**config.mk**
```make
export PLATFORM = sky130hd
export DESIGN_NAME = addr_gen
export DESIGN_NICKNAME = d
export VERILOG_FILES = /design/src/addr_gen_pkg.sv /design/src/page_regs_if.sv /design/src/addr_gen.sv /design/src/page_regs.sv
export SDC_FILE = /design/constraint.sdc
export NUM_CORES = 1
export LEC_CHECK = 0
export BUFFER_PORTS_ARGS = -buffer_cell sky130_fd_sc_hd__buf_4
export CORE_UTILIZATION = 50
export CTS_CLUSTER_SIZE = 16
export DETAILED_ROUTE_END_ITERATION = 8
export PLACE_DENSITY = 0.75
export SLEW_MARGIN = 40
export SYNTH_ARGS = -nofsm -noshare
export SYNTH_HDL_FRONTEND = slang
export SYNTH_HIERARCHICAL = 1
export SYNTH_SLANG_ARGS = --single-unit
```
**constraint.sdc**
```tcl
create_clock -name mclk -period 4.45 [get_ports mclk]
set_clock_uncertainty 0.15 [all_clocks]
set_input_delay 0.6675 -clock mclk [delete_from_list [all_inputs] [get_ports mclk]]
set_output_delay 0.6675 -clock mclk [all_outputs]
set_load 0.005 [all_outputs]
```
**src/addr_gen_pkg.sv**
```systemverilog
package addr_gen_pkg;
    localparam int PageW = 7;
    localparam int LowW = 16;
    localparam int AddrW = 23;
    localparam int PeriphW = 9;
    localparam int OffW = 7;
    localparam int BitOffW = 6;
    localparam int ExtW = 24;
    localparam int RegSelW = 5;
    localparam logic [PageW-1:0] PageReset = 7'h00;
    localparam logic [LowW-1:0] LowReset = 16'h0000;
    localparam logic [PeriphW-1:0] PeriphReset = 9'h000;
    localparam logic [AddrW-1:0] MmrLast = 23'h00005F;
    localparam logic [OffW-1:0] MmrOffMask = 7'h7F;
    localparam logic [LowW-1:0] LocalPageMask = 16'hFF80;
    localparam logic [RegSelW-1:0] RegSelLast = 5'h0F;

    typedef enum logic [2:0] {
        ModeNone,
        ModeAbs16,
        ModeAbs23,
        ModePortAbs,
        ModeDirect,
        ModeRegBit,
        ModePeriph
    } mode_t;

    typedef enum logic [1:0] {
        SizeWord,
        SizeLong,
        SizeDual,
        SizeCoef
    } size_t;

    typedef enum logic [1:0] {
        SpaceData,
        SpaceIo,
        SpaceMmr,
        SpaceReg
    } space_t;

    typedef enum logic [1:0] {
        LoadNone,
        LoadHigh,
        LoadLow,
        LoadBoth
    } load_t;
endpackage

```
**src/page_regs_if.sv**
```systemverilog
`timescale 1ns/100ps
interface page_regs_if;
    import addr_gen_pkg::*;
    logic [PageW-1:0] mainPage;
    logic [LowW-1:0] localBase;
    logic [PageW-1:0] stackPage;
    logic [LowW-1:0] stackPtr;
    logic [PeriphW-1:0] periphPage;
    modport owner (output mainPage, localBase, stackPage, stackPtr, periphPage);
    modport user (input mainPage, localBase, stackPage, stackPtr, periphPage);
endinterface

```
**src/addr_gen.sv**
```systemverilog
`timescale 1ns/100ps
// Notes on behaviour
// - short absolute: main page register above 16-bit constant forms 23-bit address.
// - short absolute and port absolute operands never issue in parallel.
// - full absolute takes 23 low bits of 3-byte extension; never paired.
// - single-word operand via full absolute constant refused inside repeat.
// - port absolute uses constant as I/O address; delay instruction refuses it.
// - stack-relative select 0 gives page-relative, 1 gives stack-relative direct.
// - register-bit and peripheral-page direct ignore the stack-relative select.
// - page-relative: main page on top, local base plus offset below.
// - local base may start a 128-word page anywhere in the main page.
// - direct offset computed differently for data memory and mapped registers.
// - page registers load separately or as one extended value.
// - stack-relative: stack page on top, stack pointer plus offset below.
// - stack page and pointer load separately or as one extended value.
// - register-bit offset counts from the least significant bit.
// - register bits only for bit instructions, one or two bits, listed registers.
// - peripheral direct: 9-bit peripheral page above 7-bit word offset.
// - I/O access with port qualifier, in parallel or not, else data memory.
// - single-word operand moves one 16-bit word to the mode's space.
// - long-word operand moves 32 bits from data memory or mapped registers.
// - dual operand two 16-bit data accesses; coefficient word or long.
module addr_gen
    import addr_gen_pkg::*;
(
    input wire logic mclk,
    input wire logic nrst,
    input wire logic opValid,
    input wire addr_gen_pkg::mode_t opMode,
    input wire addr_gen_pkg::size_t opSize,
    input wire logic [ExtW-1:0] opConstant,
    input wire logic [OffW-1:0] opOffset,
    input wire logic [BitOffW-1:0] opBitOffset,
    input wire logic [RegSelW-1:0] opRegSel,
    input wire logic opBitPair,
    input wire logic opBitInstr,
    input wire logic opMmapQual,
    input wire logic opPortQual,
    input wire logic opParallel,
    input wire logic opRepeated,
    input wire logic opDelayInstr,
    input wire logic stackRelativeSelect,
    input wire addr_gen_pkg::load_t pageLoad,
    input wire addr_gen_pkg::load_t stackLoad,
    input wire logic periphLoad,
    input wire logic [ExtW-1:0] loadValue,
    output logic accValid,
    output logic accError,
    output logic [AddrW-1:0] accAddr,
    output logic [AddrW-1:0] accAddrSecond,
    output logic [LowW-1:0] accIoAddr,
    output addr_gen_pkg::space_t accSpace,
    output addr_gen_pkg::size_t accSize,
    output logic [RegSelW-1:0] accRegSel,
    output logic [BitOffW-1:0] accBitIndex,
    output logic accBitPair
);
    import addr_gen_pkg::*;

    page_regs_if regs();

    page_regs u_page_regs (
        .mclk(mclk),
        .nrst(nrst),
        .pageLoad(pageLoad),
        .stackLoad(stackLoad),
        .periphLoad(periphLoad),
        .loadValue(loadValue),
        .regs(regs)
    );

    // ***************************
    // decode helpers
    // ***************************
    // offset inside the mapped-register area is absolute; data offset is relative to local base
    function automatic logic [LowW-1:0] low_sum(input logic [LowW-1:0] base, input logic [OffW-1:0] off);
        low_sum = LowW'(base + LowW'(off)); // wraps, no carry to the page
    endfunction

    function automatic logic needs_long_const(input mode_t m);
        needs_long_const = (m == ModeAbs16) || (m == ModeAbs23) || (m == ModePortAbs);
    endfunction

    logic [LowW-1:0] pageLow;
    logic [LowW-1:0] stackLow;
    logic [AddrW-1:0] addrD;
    logic [LowW-1:0] ioD;
    space_t spaceD;
    logic errD;

    assign pageLow = low_sum(regs.localBase, opOffset);
    assign stackLow = low_sum(regs.stackPtr, opOffset);

    // ***************************
    // address formation
    // ***************************
    always_comb begin
        addrD = '0;
        ioD = '0;
        spaceD = SpaceData;
        errD = 1'b0;
        case (opMode)
            ModeAbs16: begin
                addrD = {regs.mainPage, opConstant[LowW-1:0]};
                spaceD = opMmapQual ? SpaceMmr : SpaceData;
            end
            ModeAbs23: begin
                addrD = opConstant[AddrW-1:0]; // top extension bit dropped
                spaceD = opMmapQual ? SpaceMmr : SpaceData;
                errD = opRepeated && (opSize == SizeWord);
            end
            ModePortAbs: begin
                ioD = opConstant[LowW-1:0];
                spaceD = SpaceIo;
                errD = opDelayInstr;
            end
            ModeDirect: begin
                if (stackRelativeSelect) begin
                    addrD = {regs.stackPage, stackLow};
                    spaceD = SpaceData;
                end else if (opMmapQual) begin
                    // mapped registers sit at the bottom of page 0
                    addrD = AddrW'(opOffset & MmrOffMask);
                    spaceD = SpaceMmr;
                end else begin
                    addrD = {regs.mainPage, pageLow};
                    spaceD = SpaceData;
                end
            end
            ModeRegBit: begin
                // select bit is not consulted here
                spaceD = SpaceReg;
                errD = !opBitInstr || (opRegSel > RegSelLast);
            end
            ModePeriph: begin
                ioD = {regs.periphPage, opOffset};
                spaceD = opPortQual ? SpaceIo : SpaceData;
                addrD = opPortQual ? '0 : {regs.mainPage, pageLow};
            end
            default: begin
                errD = 1'b1;
            end
        endcase
        if (spaceD == SpaceIo && opSize != SizeWord) begin
            errD = 1'b1; // only single words reach I/O
        end
        if ((opSize == SizeDual || opSize == SizeCoef) && spaceD != SpaceData) begin
            errD = 1'b1;
        end
        if (needs_long_const(opMode) && opParallel) begin
            errD = 1'b1;
        end
    end

    // ***************************
    // registered outputs
    // ***************************
    always_ff @(posedge mclk or negedge nrst) begin
        if (!nrst) begin
            accValid <= 1'b0;
            accError <= 1'b0;
        end else begin
            accValid <= opValid && !errD;
            accError <= opValid && errD;
        end
    end

    always_ff @(posedge mclk or negedge nrst) begin
        if (!nrst) begin
            accAddr <= '0;
            accAddrSecond <= '0;
            accIoAddr <= '0;
            accSpace <= SpaceData;
            accSize <= SizeWord;
        end else if (opValid) begin
            accAddr <= addrD;
            // long and dual-word second word; low field wraps
            accAddrSecond <= {addrD[AddrW-1:LowW], LowW'(addrD[LowW-1:0] + LowW'(1))};
            accIoAddr <= ioD;
            accSpace <= spaceD;
            accSize <= opSize;
        end
    end

    always_ff @(posedge mclk or negedge nrst) begin
        if (!nrst) begin
            accRegSel <= '0;
            accBitIndex <= '0;
            accBitPair <= 1'b0;
        end else if (opValid && opMode == ModeRegBit) begin
            accRegSel <= opRegSel;
            accBitIndex <= opBitOffset; // counted from the LSB
            accBitPair <= opBitPair;
        end
    end
endmodule // addr_gen

```
**src/page_regs.sv**
```systemverilog
`timescale 1ns/100ps
module page_regs
    import addr_gen_pkg::*;
(
    input wire logic mclk,
    input wire logic nrst,
    input wire addr_gen_pkg::load_t pageLoad,
    input wire addr_gen_pkg::load_t stackLoad,
    input wire logic periphLoad,
    input wire logic [ExtW-1:0] loadValue,
    page_regs_if.owner regs
);
    logic [PageW-1:0] mainPage_q;
    logic [LowW-1:0] localBase_q;
    logic [PageW-1:0] stackPage_q;
    logic [LowW-1:0] stackPtr_q;
    logic [PeriphW-1:0] periphPage_q;

    // ***************************
    // extended page register
    // ***************************
    always_ff @(posedge mclk or negedge nrst) begin
        if (!nrst) begin
            mainPage_q <= PageReset;
            localBase_q <= LowReset;
        end else begin
            // high only, low only, or both as one extended value
            if (pageLoad == LoadHigh || pageLoad == LoadBoth) begin
                mainPage_q <= loadValue[LowW +: PageW];
            end
            if (pageLoad == LoadLow || pageLoad == LoadBoth) begin
                localBase_q <= loadValue[LowW-1:0];
            end
        end
    end

    // ***************************
    // extended stack pointer
    // ***************************
    always_ff @(posedge mclk or negedge nrst) begin
        if (!nrst) begin
            stackPage_q <= PageReset;
            stackPtr_q <= LowReset;
        end else begin
            if (stackLoad == LoadHigh || stackLoad == LoadBoth) begin
                stackPage_q <= loadValue[LowW +: PageW];
            end
            if (stackLoad == LoadLow || stackLoad == LoadBoth) begin
                stackPtr_q <= loadValue[LowW-1:0];
            end
        end
    end

    always_ff @(posedge mclk or negedge nrst) begin
        if (!nrst) begin
            periphPage_q <= PeriphReset;
        end else if (periphLoad) begin
            periphPage_q <= loadValue[PeriphW-1:0];
        end
    end

    assign regs.mainPage = mainPage_q;
    assign regs.localBase = localBase_q;
    assign regs.stackPage = stackPage_q;
    assign regs.stackPtr = stackPtr_q;
    assign regs.periphPage = periphPage_q;
endmodule // page_regs

```
==> impl_metrics.ini <==
[run_status]
result_of_the_run = finished clean

[timing]
finalCritPeriodShare = 0.787
final_count_of_hold_timing_violations = 0
final.setup.tns_ns = 0
slew-limit-headroom = 0.503
worstMarginPinSlew_ns = 0.746
final-max-slew-violation-count = 0
finalSetupViolations = 0
hold-worst-slack_ns = 0.119
fmax_mhz = 286
unrepaired_setup_endpoints_after_global_routing = false
period_needed_ns = 3.50

[detailed_routing]
post_drt_via_cell_ratio = 5.89
drt-pass1-iter-count = 5
dr.first_iter.drc_count = 541
route.final.wire_length_um = 19500
post_drt_wl_per_cell_um = 20.1
via_count = 5723
drc_violation_count_after_routing = 0
route.antenna.remaining_nets = 0

[clocking]
post_cts_setup_buffer_count = 0
cts-root-to-sink-buffers = 2
htreeDepth = 4
tritoncts.num_buffers = 17
cts.hold.buffers_added = 0
worst_skew_pair.late_latency_ns = 0.42
tritoncts = done
cts.sinks = 128
cts.root.buffer_cell = sky130_fd_sc_hd__clkbuf_16
clk_pin_slew_ns = 0.06
postCtsResizedCells = 0

[floorplanning]
floorplan.initialDensity = 0.512
rows = 43
coreArea_um2 = 13800
boundaryPins = 167
chip_width_um = 121
die_outline_height_um = 121
floorplan.die_area_um2 = 14600

[pwr]
p_per_area_nw_per_um2 = 397
power.ir.vdd_worst_v = 0.000239
power.leakage_nw = 4.06

[critical_path]
worst-path-max-fanout = 6
cp_data_required_time_ns = 4.60
critPathCaptureType = flop
worstReg2RegStart = u_page_regs/regs.localBase[0]
arrival_ns = 3.65
worst_r2r_endpoint = accAddrSecond[13]
worstSetupPathType = flop to flop
setup.worst_path.start_class = flop
timing.reg2reg.worst_path_depth = 13
regToRegSetupSlack_ns = 0.95

[logic_synthesis]
synth_sequential_area_ratio = 0.453
synth_flop_cell = sky130_fd_sc_hd__dfrtp_1
post_synth_instance_area_um2 = 7070
synth_area_per_cell_um2 = 11.2
synth-seq-cells = 128
synth_enable_flop_cells = 0
synthDistinctLibCells = 76
synth_cells = 629
yosys_warnings = 6
async_reset_ff_frac = 1.00
synthesis.nets = 733

[layout]
final_antenna_diode_count = 0
finalNetCount = 884
final_util = 0.645
layout_commonest_cell = sky130_fd_sc_hd__buf_4
layoutNonFillerInstCount = 972
post_route_cells_drive_above_1_share = 0.390
layout-area-overhead-vs-synth_pct = 26.1
commonest_cells_after_routing_fill_and_taps_aside = 169 x sky130_fd_sc_hd__buf_4, 128 x sky130_fd_sc_hd__dfrtp_1, 71 x sky130_fd_sc_hd__nor2_1
layout.filler_cells = 1061

[place]
dp_hpwl_um = 14700
input_output_buffers = 164
gpl.final_weighted_congestion = 0.876
placed_cells = 941

[global_routing]
pin_count_of_the_biggest_net_entering_global_routing = 68
globalRoute.totalOverflow = 0
grtUsageTotal = 0.273
grt_antenna_before_repair = 0
grt_pass1_vias = 5553
grt_pass1_wl_um = 30100

[flow_run]
max-cap-violations = 0

[worst_hold_path]
worstHoldPathType = input port to asynchronous set/reset pin
-- sequential cells by signal, summed over array words and instances, names as in the netlist --
name,cells
u_page_regs/regs.localBase,16
u_page_regs/regs.mainPage,7
accBitIndex,6
accBitPair,1
accAddrSecond,16
accSpace,2
accIoAddr,16
u_page_regs/regs.periphPage,9
accError,1
u_page_regs/regs.stackPage,7
accRegSel,5
accAddr,23
accSize,2
accValid,1
u_page_regs/regs.stackPtr,16
-- cell usage after synthesis (5+ instances only) --
| cell | count | area [um^2] |
|---|---|---|
| sky130_fd_sc_hd__dfrtp_1 | 128 | 3200 |
| sky130_fd_sc_hd__nor2_1 | 71 | 267 |
| sky130_fd_sc_hd__mux2_2 | 60 | 676 |
| sky130_fd_sc_hd__a21oi_1 | 30 | 150 |
| sky130_fd_sc_hd__mux2_4 | 21 | 315 |
| sky130_fd_sc_hd__nand2_1 | 21 | 78.8 |
| sky130_fd_sc_hd__xor2_1 | 20 | 175 |
| sky130_fd_sc_hd__a221oi_1 | 18 | 158 |
| sky130_fd_sc_hd__xnor2_1 | 17 | 149 |
| sky130_fd_sc_hd__inv_1 | 16 | 60.1 |
| sky130_fd_sc_hd__clkbuf_1 | 15 | 56.3 |
| sky130_fd_sc_hd__ha_1 | 15 | 188 |
| sky130_fd_sc_hd__nand3_1 | 12 | 60.1 |
| sky130_fd_sc_hd__a222oi_1 | 11 | 110 |
| sky130_fd_sc_hd__o21ai_0 | 10 | 50.1 |
| sky130_fd_sc_hd__nand2b_1 | 9 | 56.3 |
| sky130_fd_sc_hd__o2bb2ai_1 | 9 | 78.8 |
| sky130_fd_sc_hd__buf_4 | 8 | 60.1 |
| sky130_fd_sc_hd__nor2b_1 | 8 | 50.1 |
| sky130_fd_sc_hd__buf_2 | 7 | 35.0 |
| sky130_fd_sc_hd__a211oi_1 | 6 | 45.0 |
| sky130_fd_sc_hd__nor3_1 | 6 | 30.0 |
| sky130_fd_sc_hd__o31ai_1 | 6 | 45.0 |
| sky130_fd_sc_hd__a21o_1 | 5 | 37.5 |
| sky130_fd_sc_hd__and3_1 | 5 | 31.3 |
| sky130_fd_sc_hd__nand3b_1 | 5 | 37.5 |
| sky130_fd_sc_hd__nand4_1 | 5 | 31.3 |
| sky130_fd_sc_hd__o211ai_1 | 5 | 37.5 |
-- final cells by class --
class	instances	area, um^2	area share
tap	180	225	0.0252
clock buffer	20	447	0.0501
sequential	128	3200	0.359
timing repair buffer	169	1270	0.142
clock inverter	11	140	0.0157
multi-input combinational	448	3580	0.401
inverter	16	60.1	0.00673
-- per-stage QoR --
stage	power (mW)	setup WS (ns)	instance area, um^2
detailed placement	2.17	0.570	8340
global route	3.69	0.768	8920
global placement	2.14	0.624	8340
floorplan	1.82	0.972	7070
finish	3.54	0.949	8920
CTS	3.55	0.982	8920
-- worst max-delay path, cell delays in order, from the launching register on --
cell	delay (ns)
sky130_fd_sc_hd__dfrtp_1	0.37
sky130_fd_sc_hd__ha_1	0.19
sky130_fd_sc_hd__inv_1	0.06
sky130_fd_sc_hd__fa_1	0.39
sky130_fd_sc_hd__nand2b_1	0.23
sky130_fd_sc_hd__a21oi_2	0.28
sky130_fd_sc_hd__o211ai_2	0.13
sky130_fd_sc_hd__xnor2_1	0.23
sky130_fd_sc_hd__a222oi_1	0.14
sky130_fd_sc_hd__buf_4	0.20
sky130_fd_sc_hd__nor4_4	0.41
sky130_fd_sc_hd__nand4_1	0.16
sky130_fd_sc_hd__xor2_1	0.17
sky130_fd_sc_hd__mux2_2	0.29
-- where the power goes --
part	switching (mW)	internal, mW
Clock	0.497	0.886
Combinational	0.371	0.386
Sequential	0.105	1.30
Total	0.973	2.57
-- worst max-delay path by stage --
| stage | startpoint | to | slack (ns) | cells after the start |
|---|---|---|---|---|
| after detailed placement | opOffset[0] | accAddrSecond[13] | 0.57 | 14 |
| after CTS | u_page_regs/regs.localBase[0] | accAddrSecond[13] | 0.98 | 13 |
| after global placement | opOffset[0] | accAddrSecond[11] | 0.62 | 14 |
| after global routing | u_page_regs/regs.localBase[0] | accAddrSecond[13] | 0.77 | 13 |
| after floorplan | opOffset[0] | accAddrSecond[11] | 0.97 | 12 |
| final | u_page_regs/regs.localBase[0] | accAddrSecond[13] | 0.95 | 13 |
-- per-layer routing --
metal  up-vias  GRT usage  wire length (um)
li1       2623          -                 -
met1      2860      0.391              9060
met2       220      0.416              9070
met3        20     0.0587              1140
met4         0     0.0779               266
met5         -          0                 0
-- kinds of logic (layout without fill, tap and decap cells) --
kind of cell	Yosys count	after routing	synth area share
flip-flops	128	128	0.453
XOR/XNOR	37	37	0.0458
AO/OA/AOI/OAI	144	144	0.161
buffers and inverters	53	216	0.0414
AND/OR/NAND/NOR	167	167	0.124
multiplexers	83	83	0.143
adder cells (fa/ha/maj)	17	17	0.0322
Note: power is estimated with default switching activity, not from simulation.
